**config.mk**
```make
export PLATFORM = sky130hd
export DESIGN_NAME = swire_master
export DESIGN_NICKNAME = d
export VERILOG_FILES = /design/src/logic/phase_timer.v /design/src/logic/swire_master.v
export VERILOG_INCLUDE_DIRS = /design/src /design/src/logic
export SDC_FILE = /design/constraint.sdc
export NUM_CORES = 1
export LEC_CHECK = 0
export BUFFER_PORTS_ARGS = -buffer_cell sky130_fd_sc_hd__buf_2
export CORE_ASPECT_RATIO = 1.75
export CORE_UTILIZATION = 42
export CTS_CLUSTER_DIAMETER = 100
export DETAILED_ROUTE_END_ITERATION = 10
export SYNTH_ARGS = -nofsm -noshare
export SYNTH_HDL_FRONTEND = slang
export SYNTH_SLANG_ARGS = --single-unit
```
**constraint.sdc**
```tcl
create_clock -name sys_clk -period 3.11 [get_ports sys_clk]
set_input_delay 0.4665 -clock sys_clk [delete_from_list [all_inputs] [get_ports sys_clk]]
set_output_delay 0.4665 -clock sys_clk [all_outputs]
set_load 0.01 [all_outputs]
```
**src/logic/swire_consts.vh**
```
/*
 * timing constants, user opcodes and the id-code command of the single-wire bus master.
 * assumes a 200 MHz system clock; all times are in nanoseconds.
 */
`ifndef SWIRE_CONSTS_VH
`define SWIRE_CONSTS_VH

// clock period
`define CLK_PERIOD_NS 5
// least times round up, longest times round down, never below one cycle
`define CYC_MIN(t) ((((t) + `CLK_PERIOD_NS - 1) / `CLK_PERIOD_NS) < 1 ? 1 : \
  (((t) + `CLK_PERIOD_NS - 1) / `CLK_PERIOD_NS))
`define CYC_MAX(t) (((t) / `CLK_PERIOD_NS) < 1 ? 1 : ((t) / `CLK_PERIOD_NS))

// line timing in ns (plain defaults, tune for the slave in use)
`define RESET_LOW_DURATION_NS 480000
`define RESET_HIGH_DURATION_NS 480000
`define PRESENCE_SAMPLE_TIME_NS 70000
`define ONE_WRITE_LOW_LIMIT_NS 15000
`define ONE_WRITE_LOW_NS 6000
`define ZERO_WRITE_LOW_MINIMUM_NS 60000
`define READ_LOW_TIME_NS 6000
`define READ_SAMPLE_LATEST_NS 15000
`define READ_SAMPLE_NS 13000
`define SLOT_DURATION_NS 65000
`define SLOT_RECOVERY_TIME_NS 5000

// cycle counts
`define RESET_LOW_CYC `CYC_MIN(`RESET_LOW_DURATION_NS)
`define RESET_HIGH_CYC `CYC_MIN(`RESET_HIGH_DURATION_NS)
`define PRESENCE_SAMPLE_CYC `CYC_MIN(`PRESENCE_SAMPLE_TIME_NS)
`define ONE_WRITE_LOW_CYC `CYC_MAX(`ONE_WRITE_LOW_NS)
`define ZERO_WRITE_LOW_CYC `CYC_MIN(`ZERO_WRITE_LOW_MINIMUM_NS)
`define READ_LOW_CYC `CYC_MIN(`READ_LOW_TIME_NS)
`define READ_SAMPLE_CYC `CYC_MAX(`READ_SAMPLE_NS)
`define SLOT_CYC `CYC_MIN(`SLOT_DURATION_NS)
`define SLOT_RECOVERY_CYC `CYC_MIN(`SLOT_RECOVERY_TIME_NS)

// user opcodes
`define OP_RESET 2'h0
`define OP_WRITE 2'h1
`define OP_READ 2'h2
`define OP_READ_ID 2'h3

// id-code layout and checksum
`define READ_ID_CMD 8'h33
`define CMD_BITS 7'h08
`define ID_BITS 7'h40
`define CRC_POLY 8'h8C
`define CNT_W 17

`endif

```
**src/logic/phase_timer.v**
```verilog
/*
 * phase timer: counts system clocks since the last clear, saturating at the top.
 * assumes the caller clears it at every phase boundary it measures from.
 */
`timescale 1ns/100ps
`default_nettype none
module phase_timer #(
  parameter CNT_W = 17
) (
  // clock and reset
  input wire sys_clk,
  input wire resetn,
  // control and count
  input wire clr,
  output wire [CNT_W-1:0] count
);
  reg [CNT_W-1:0] count_ff;

  always @(posedge sys_clk) begin
    if (!resetn) begin
      count_ff <= {CNT_W{1'b0}};
    end else if (clr) begin
      count_ff <= {CNT_W{1'b0}};
    end else if (count_ff != {CNT_W{1'b1}}) begin
      count_ff <= count_ff + {{(CNT_W-1){1'b0}}, 1'b1};
    end
  end

  assign count = count_ff;
endmodule
`default_nettype wire

```
**src/logic/swire_master.v**
```verilog
/*
 * single-wire bus master: reset/presence, write and read bit slots, and a whole
 * id-code read (reset, command, 64 read slots, checksum check).
 * assumes an external pull-up on the line and line_in synchronous to sys_clk.
 */
`include "swire_consts.vh"
`timescale 1ns/100ps
`default_nettype none
// What this block does
// - master starts all line activity except presence
// - reset and presence precede the id-code read only; single write and read slots start without one
// - slow-edge master lengthens reset low time
// - master samples presence at fixed time
// - one bit per time slot
// - every slot starts with master falling edge
// - write-one released before one-write limit
// - write-zero held low past minimum
// - recovery time before next slot
// - read slot starts like write-one
// - sample inside the read window
// - short read low, sample late
// - wait full slot after read sample
module swire_master #(
  parameter CNT_W = `CNT_W,
  parameter RESET_LOW_CYC = `RESET_LOW_CYC,
  parameter RESET_HIGH_CYC = `RESET_HIGH_CYC,
  parameter PRESENCE_SAMPLE_CYC = `PRESENCE_SAMPLE_CYC,
  parameter ONE_WRITE_LOW_CYC = `ONE_WRITE_LOW_CYC,
  parameter ZERO_WRITE_LOW_CYC = `ZERO_WRITE_LOW_CYC,
  parameter READ_LOW_CYC = `READ_LOW_CYC,
  parameter READ_SAMPLE_CYC = `READ_SAMPLE_CYC,
  parameter SLOT_CYC = `SLOT_CYC,
  parameter SLOT_RECOVERY_CYC = `SLOT_RECOVERY_CYC
) (
  // clock and reset
  input wire sys_clk,
  input wire resetn,
  // user command port
  input wire cmd_valid,
  input wire [1:0] cmd_op,
  input wire cmd_bit,
  output reg cmd_ready_ff,
  // user results
  output reg done_ff,
  output reg presence_ff,
  output reg rd_bit_ff,
  output reg [63:0] id_code_ff,
  output reg crc_ok_ff,
  // single-wire line, open drain
  input wire line_in,
  output reg line_out_ff,
  output reg line_oe_ff
);
  localparam [2:0] S_IDLE = 3'h0;
  localparam [2:0] S_RST_LOW = 3'h1;
  localparam [2:0] S_RST_REL = 3'h2;
  localparam [2:0] S_SLOT_LOW = 3'h3;
  localparam [2:0] S_SLOT_HIGH = 3'h4;
  localparam [2:0] S_RECOVER = 3'h5;

  // last count of a phase that lasts cyc clocks, trimmed to the timer width
  function [CNT_W-1:0] last_cyc;
    input integer cyc;
    integer t;
    begin
      t = cyc - 1;
      last_cyc = t[CNT_W-1:0];
    end
  endfunction

  localparam [CNT_W-1:0] RST_LOW_END = last_cyc(RESET_LOW_CYC);
  localparam [CNT_W-1:0] RST_HIGH_END = last_cyc(RESET_HIGH_CYC);
  localparam [CNT_W-1:0] PRES_SMP = last_cyc(PRESENCE_SAMPLE_CYC);
  localparam [CNT_W-1:0] ONE_LOW_END = last_cyc(ONE_WRITE_LOW_CYC);
  localparam [CNT_W-1:0] ZERO_LOW_END = last_cyc(ZERO_WRITE_LOW_CYC);
  localparam [CNT_W-1:0] RD_LOW_END = last_cyc(READ_LOW_CYC);
  localparam [CNT_W-1:0] RD_SMP = last_cyc(READ_SAMPLE_CYC);
  localparam [CNT_W-1:0] SLOT_END = last_cyc(SLOT_CYC);
  localparam [CNT_W-1:0] REC_END = last_cyc(SLOT_RECOVERY_CYC);

  reg [2:0] state_ff;
  reg id_job_ff;
  reg [6:0] bit_idx_ff;
  reg slot_rd_ff;
  reg slot_val_ff;
  reg [7:0] crc_ff;
  reg [CNT_W-1:0] low_end;
  reg tmr_clr;
  wire [CNT_W-1:0] tmr_cnt;

  // reflected checksum step, one bit at a time
  function [7:0] crc_step;
    input [7:0] crc;
    input din;
    reg fb;
    begin
      fb = crc[0] ^ din;
      crc_step = {1'b0, crc[7:1]} ^ ({8{fb}} & `CRC_POLY);
    end
  endfunction

  // the bit that a given slot of the id read carries out
  function cmd_bit_at;
    input [6:0] idx;
    reg [7:0] cmd;
    begin
      cmd = `READ_ID_CMD;
      cmd_bit_at = cmd[idx[2:0]];
    end
  endfunction

  phase_timer #(
    .CNT_W(CNT_W)
  ) u_timer (
    .sys_clk(sys_clk),
    .resetn(resetn),
    .clr(tmr_clr),
    .count(tmr_cnt)
  );

  // low phase length of the current slot
  always @* begin
    low_end = ONE_LOW_END;
    if (slot_rd_ff) begin
      low_end = RD_LOW_END;
    end else if (!slot_val_ff) begin
      low_end = ZERO_LOW_END;
    end
  end

  // the timer runs from each phase boundary, except that a slot's high phase goes on counting from the slot's falling edge
  always @* begin
    tmr_clr = 1'b0;
    case (state_ff)
      S_IDLE: tmr_clr = 1'b1;
      S_RST_LOW: tmr_clr = (tmr_cnt == RST_LOW_END);
      S_RST_REL: tmr_clr = (tmr_cnt == RST_HIGH_END);
      S_SLOT_LOW: tmr_clr = 1'b0;
      S_SLOT_HIGH: tmr_clr = (tmr_cnt == SLOT_END);
      S_RECOVER: tmr_clr = (tmr_cnt == REC_END);
      default: tmr_clr = 1'b1;
    endcase
  end

  always @(posedge sys_clk) begin
    if (!resetn) begin
      state_ff <= S_IDLE;
      id_job_ff <= 1'b0;
      bit_idx_ff <= 7'h00;
      slot_rd_ff <= 1'b0;
      slot_val_ff <= 1'b1;
      crc_ff <= 8'h00;
      cmd_ready_ff <= 1'b0;
      done_ff <= 1'b0;
      presence_ff <= 1'b0;
      rd_bit_ff <= 1'b0;
      id_code_ff <= 64'h0000_0000_0000_0000;
      crc_ok_ff <= 1'b0;
      line_out_ff <= 1'b0;
      line_oe_ff <= 1'b0;
    end else begin
      done_ff <= 1'b0;
      line_out_ff <= 1'b0;
      case (state_ff)
        S_IDLE: begin
          line_oe_ff <= 1'b0;
          cmd_ready_ff <= 1'b1;
          if (cmd_valid && cmd_ready_ff) begin
            cmd_ready_ff <= 1'b0;
            id_job_ff <= (cmd_op == `OP_READ_ID);
            bit_idx_ff <= 7'h00;
            crc_ff <= 8'h00;
            slot_rd_ff <= (cmd_op == `OP_READ);
            slot_val_ff <= (cmd_op == `OP_READ) ? 1'b1 : cmd_bit;
            line_oe_ff <= 1'b1;
            if (cmd_op == `OP_RESET || cmd_op == `OP_READ_ID) begin
              presence_ff <= 1'b0;
              state_ff <= S_RST_LOW;
            end else begin
              state_ff <= S_SLOT_LOW;
            end
          end
        end
        S_RST_LOW: begin
          // RESET_LOW_CYC may be raised to cover a slowed falling edge
          if (tmr_cnt == RST_LOW_END) begin
            line_oe_ff <= 1'b0;
            state_ff <= S_RST_REL;
          end
        end
        S_RST_REL: begin
          // slave pulls presence low on its own in this window
          if (tmr_cnt == PRES_SMP) begin
            presence_ff <= !line_in;
          end
          if (tmr_cnt == RST_HIGH_END) begin
            if (id_job_ff && presence_ff) begin
              slot_rd_ff <= 1'b0;
              slot_val_ff <= cmd_bit_at(7'h00);
              line_oe_ff <= 1'b1;
              state_ff <= S_SLOT_LOW;
            end else begin
              done_ff <= 1'b1;
              state_ff <= S_IDLE;
            end
          end
        end
        S_SLOT_LOW: begin
          if (tmr_cnt == low_end) begin
            line_oe_ff <= 1'b0;
            state_ff <= S_SLOT_HIGH;
          end
        end
        S_SLOT_HIGH: begin
          // zero from the slave holds the line low past the release
          if (slot_rd_ff && tmr_cnt == RD_SMP) begin
            rd_bit_ff <= line_in;
            if (id_job_ff) begin
              id_code_ff <= {line_in, id_code_ff[63:1]};
              crc_ff <= crc_step(crc_ff, line_in);
            end
          end
          if (tmr_cnt == SLOT_END) begin
            state_ff <= S_RECOVER;
          end
        end
        S_RECOVER: begin
          if (tmr_cnt == REC_END) begin
            if (id_job_ff && bit_idx_ff != (`CMD_BITS + `ID_BITS - 7'h01)) begin
              bit_idx_ff <= bit_idx_ff + 7'h01;
              slot_rd_ff <= (bit_idx_ff + 7'h01) >= `CMD_BITS;
              slot_val_ff <= ((bit_idx_ff + 7'h01) >= `CMD_BITS) ? 1'b1 :
                cmd_bit_at(bit_idx_ff + 7'h01);
              line_oe_ff <= 1'b1;
              state_ff <= S_SLOT_LOW;
            end else begin
              if (id_job_ff) begin
                crc_ok_ff <= (crc_ff == 8'h00);
              end
              done_ff <= 1'b1;
              state_ff <= S_IDLE;
            end
          end
        end
        default: begin
          line_oe_ff <= 1'b0;
          state_ff <= S_IDLE;
        end
      endcase
    end
  end
  // timing counts all come from parameters; each of the four opcodes ends with a done_ff pulse
endmodule
`default_nettype wire

```
* After elaboration in Yosys (flattened, before gate mapping) *
Memories as Yosys holds them, arrays and structs flattened.
Cells that the tools add are included.

word-level totals
  latch bits = 0
  bits in writable memories = 0
  register bits after elaboration = 108
  input port bits = 7
  output and inout port bits = 71
  ROM bits = 8
  memories kept = 1

memories
  memory           depth  bits a word  rd ports  clocked after Yosys merged registers in  write ports  line                RTL
  (no name shown)  8      1            1         0                                        0            swire_master.v:108  cmd_bit_at = cmd[idx[2:0]];

operators by class
  div/mod/pow operators = 0
  multiply operators = 0
  reductions and logical operators = 25
  equality and inequality tests = 27
  add/sub/neg operators = 2
  magnitude comparators = 2
  muxes and demuxes = 52
  bitwise operators = 5
  shift-type cells = 0

operators by type and width
  operator                                               count
  equality test 17 x 14 -> 1 bit, second input constant  2
  two-way mux 1 bit                                      26
  two-way mux 8 bit                                      3
  inequality test 2 bit, second input constant           12
  two-way mux 7 bit                                      3
  two-way mux 3 bit                                      6
  case mux 3 bit (6 select lines)                        1
  adder 17 x 1 -> 17 bit, second input constant          1
  equality test 17 x 10 -> 1 bit, second input constant  1
  equality test 17 x 12 -> 1 bit, second input constant  1
  equality test 17 bit                                   1
  equality test 17 bit, second input constant            1
  two-way mux 17 bit                                     1
  inequality test 17 bit, second input constant          1
  case mux 8 bit (2 select lines)                        1
  AND reduction 4 bit                                    4
  two-way mux 14 bit                                     1
  case mux 7 bit (2 select lines)                        1
  AND reduction 6 bit                                    2
  logical NOT 8 bit                                      1
  bitwise XOR 7 x 8 -> 8 bit                             1
  adder 7 x 1 -> 7 bit, second input constant            1
  >= comparator 7 x 4 -> 1 bit, second input constant    1
  inequality test 7 bit, second input constant           1
  other kinds (23)                                       39

* Longest topological paths before layout *
  depth after elaboration = 7
  gate-level depth with buffers = 12
  mapped depth without buffers = 11

* Hierarchy *
From an unflattened synthesis, not the netlist that was laid out.

second synthesis, totals
  cell total of the unflattened synthesis = 584
  area, all modules = 4677.0 sq um

modules (own cells, without submodules)
  module        cells an instance  area an instance (sq um)  instances
  swire_master  495                3863.7                    1
  phase_timer   89                 813.3                     1

* Worst setup path before layout *
OpenSTA, ideal clock, no wires.

  kind = register to register
  from = reg u_timer.count_ff[0], in the netlist u_timer.count[0]
  to = reg u_timer.count_ff[13], in the netlist u_timer.count[13]
  cell stages (with the launch flop) = 13
  setup slack = 871 ps
  buffers on the path = 1
  arrival time = 2122 ps
  required time = 2993 ps
  cell sequence = dfxtp_1 -> ha_1 -> nand3_1 -> nor2_1 -> and4_1 -> ha_1 -> clkbuf_1 -> nand4b_1 -> nor2_1 -> nand2_1 -> nor3_1 -> xnor2_1 -> nor2_1

on the way
  longest elaborated chain between the ends = 3
  elaborated cells on any way between the ends = 7
  those cells by class = 1 x add/sub; 4 x eq/ne; 1 x mux; 1 x reduce/logical

ends and longest elaborated chain
  item                                                            line              RTL
  start, declared                                                 phase_timer.v:17  reg [CNT_W-1:0] count_ff;
  start signal, assigned                                          phase_timer.v:21  count_ff <= {CNT_W{1'b0}};
  start signal, assigned                                          phase_timer.v:23  count_ff <= {CNT_W{1'b0}};
  start signal, assigned                                          phase_timer.v:25  count_ff <= count_ff + {{(CNT_W-1){1'b0}}, 1'b1};
  branches (longest 3 deep; another with adder 17 x 1 -> 17 bit)  --

Several ways; the timed one is not identified.
A chain may end at the register's enable or synchronous reset.

* Worst setup path in the final report *
  from = reg u_timer.count_ff[5], in the netlist u_timer.count[5]
  to = reg id_code_ff[42]

on the way
  longest elaborated chain between the ends = 3

ends and longest elaborated chain
  item                            line                RTL
  equality test 17 x 12 -> 1 bit  swire_master.v:216  if (slot_rd_ff && tmr_cnt == RD_SMP) begin
  logical AND 1 bit               swire_master.v:216
  AND reduction 3 bit (no line)   --
  end signal, assigned            swire_master.v:219  id_code_ff <= {line_in, id_code_ff[63:1]};
  end, declared                   swire_master.v:47   output reg [63:0] id_code_ff,

No other way between the ends.

==> impl_metrics.tcl <==
set metrics [dict create \
    port_buffers 76 \
    crit_path_start_kind "flip-flop" \
    core-area_sq_um 10800 \
    p_leak_nw 2.06 \
    path_clk_slew_ns 0.08 \
    finish.instance_area_sq_um 5400 \
    syn_to_final_growth_pct 15.0 \
    rows 50 \
    ys_ff_latch 108 \
    wl_per_cell_um 14.1 \
    hp-class "in -> reg" \
    dpl_cell_area_sq_um 5100 \
    diodes 0 \
    maxCapViolations 0 \
    finalWirelength_um 11000 \
    worstPathArrival_ns 2.76 \
    outcome "finished clean" \
    post_cts_resized 0 \
    drv_slew 0 \
    drtIter0Drc 240 \
    num_vias 4217 \
    synth_top_cell_area_share 0.461 \
    syn_nets 607 \
    min_period_ns 2.49 \
    gr-usage-all-layers 0.203 \
    synth.most_common_cell "nand2_1" \
    fin_util 0.501 \
    antenna_found_initial 0 \
    layout.nets 660 \
    place.gp.congestion 0.849 \
    grt_setup_unrepaired "no" \
    grt_pass1_vias 3935 \
    fmax_mhz 402 \
    overflow 0 \
    synth_enable_flop_cells 0 \
    cts_made_buffers 9 \
    clock_latency_ns 0.35 \
    clock_skew_ns 0.00906 \
    critPathTopFamily "simple AND/OR/NAND/NOR gates" \
    ir_drop_uv 360 \
    total_power_mw 2.77 \
    min_period_over_period 0.801 \
    yosysSeqAreaShare 0.461 \
    finalHoldViolCount 0 \
    htreeDepth 3 \
    drc 0 \
    ant_nets 0 \
    critical_path.max_stage_delay_ns 0.59 \
    pin_count 78 \
    clock_sink_count 108 \
    slew_headroom 0.488 \
    cts_setup_buffers 0 \
    synthCells 595 \
    firstDrtPassIters 4 \
    setup-tns-final_ns 0 \
    critPathBufInv 1 \
    critPathCaptureType "flip-flop" \
    syn_area_sq_um 4690 \
    cts.path.max_buffers 2 \
    path_cells "or3b_4 -> nor4_1 -> and4_2 -> buf_4 -> nand2_1 -> a21oi_1" \
    syn_avg_cell_area_sq_um 7.89 \
    multi_input_area_sq_um 2330 \
    regArea_sq_um 2160 \
    crit_fanout 24 \
    holdBufCountCts 0 \
    yosysWarnings 0 \
    cp_slowest_cell "and4_2" \
    power_density_nw_per_um2 514 \
    synthTopCellsByCount "166 x nand2_1, 108 x dfxtp_1, 81 x a21oi_1" \
    worstPathRequired_ns 3.38 \
    synth_async_sr_flop_share 0 \
    start_util 0.436 \
    cts_tree "built" \
    fillers 1047 \
    critical_path_class "reg -> reg" \
    ys.flop_type "dfxtp_1" \
    die_width_um 81.9 \
    setup_viol 0 \
    worst_pin_slew_ns 0.768 \
    die_h_um 142 \
    grt_max_degree 79 \
    yosys.area.top_type "dfxtp_1" \
    die_area_sq_um 11600 \
    cts_root_buffer "clkbuf_16" \
    hpwl_um 7760 \
    grt_pass1_wl_um 18400 \
    ys_top_cells_by_area "dfxtp_1 46%, nand2_1 13%, a21oi_1 8.6%" \
    avgViaCountPerCell 5.39 \
    synth_cell_types 52 \
    drive_gt1_frac 0.173 \
]
worst register-to-register path, cell delays in order, from the launching register on:
cell and delay (ns):
dfxtp_1 0.42, or3b_4 0.42, nor4_1 0.39, and4_2 0.59, buf_4 0.35, nand2_1 0.10
a21oi_1 0.16
path summary, 6_finish.rpt:
path | start | endpoint | slack [ns] | depth (start not counted)
max | u_timer.count[5] | id_code_ff[42] | 0.62 | 6
min | line_in | id_code_ff[63] | 0.40 | 3
max reg2reg | u_timer.count[5] | id_code_ff[42] | 0.62 | 6
min reg2reg | id_code_ff[0] | id_code_ff[0] | 0.46 | 2
cell usage in the layout (no fill, tap or decap), types with 3 or more instances in the layout:
cell       count
xnor2_1       10
and3_1         4
or2_2          5
a21oi_1       81
nor2_1        37
buf_4          5
clkbuf_16      9
inv_1          7
nor3_1         9
nor3b_1        5
ha_1           5
o21bai_1       3
and2_1         3
nor4_1         5
dfxtp_1      108
nand4b_1       4
a31oi_1        4
or3_1          3
nand2_1      166
or4_1          4
nand2b_1       3
buf_2         76
xor2_1        11
mux2i_1        5
o21ai_0        9
nand4_1        6
a21o_1         4
nand3_1       22
o22ai_1        5
cells by family (layout without fill, tap and decap cells):
family	after synthesis	count (layout)	share of synthesized area
AND/OR/NAND/NOR	289	289	0.281
AO/OA/AOI/OAI	119	119	0.151
flip-flops	108	108	0.461
buffers and inverters	47	105	0.0432
XOR/XNOR	21	21	0.0392
multiplexers	5	5	0.0107
adder cells (fa/ha/maj)	5	5	0.0133
other	1	1	0.000799
flip-flops by register name, indices dropped and copies added (netlist names):
signal	flops
bit_idx_ff	7
cmd_ready_ff	1
crc_ff	8
crc_ok_ff	1
done_ff	1
id_code_ff	64
id_job_ff	1
line_oe_ff	1
presence_ff	1
rd_bit_ff	1
slot_rd_ff	1
slot_val_ff	1
state_ff	3
u_timer.count	17
cell type report:
cell class / count / area share
Multi-Input combinational cell: 440 / 0.432
Sequential cell: 108 / 0.401
Timing Repair Buffer: 81 / 0.0775
Clock buffer: 10 / 0.0443
Tap cell: 130 / 0.0301
Clock inverter: 6 / 0.0102
Inverter: 8 / 0.00557
through the flow:
stage / hold WS, ns / setup WS [ns] / std cells
6_report: 0.405 / 0.620 / 783
5_1_grt: 0.417 / 0.326 / 783
4_1_cts: 0.395 / 0.582 / 783
3_5_place_dp: 0.456 / 0.594 / 767
3_3_place_gp: 0.437 / 0.658 / 767
2_1_floorplan: 0.440 / 0.871 / 595
power breakdown:
group	internal, mW	switching, mW
clock network	0.581	0.545
registers	1.40	0.0299
logic	0.0774	0.138
total	2.06	0.713
metal layers:
metal | routed length, um | GRT usage | share of wire
met1 | 4410 | 0.227 | 0.40
met2 | 5810 | 0.350 | 0.53
met3 | 511 | 0.0457 | 0.046
met4 | 319 | 0.0979 | 0.029
met5 | 0 | 0 | 0
(Power assumes the default switching activity.)
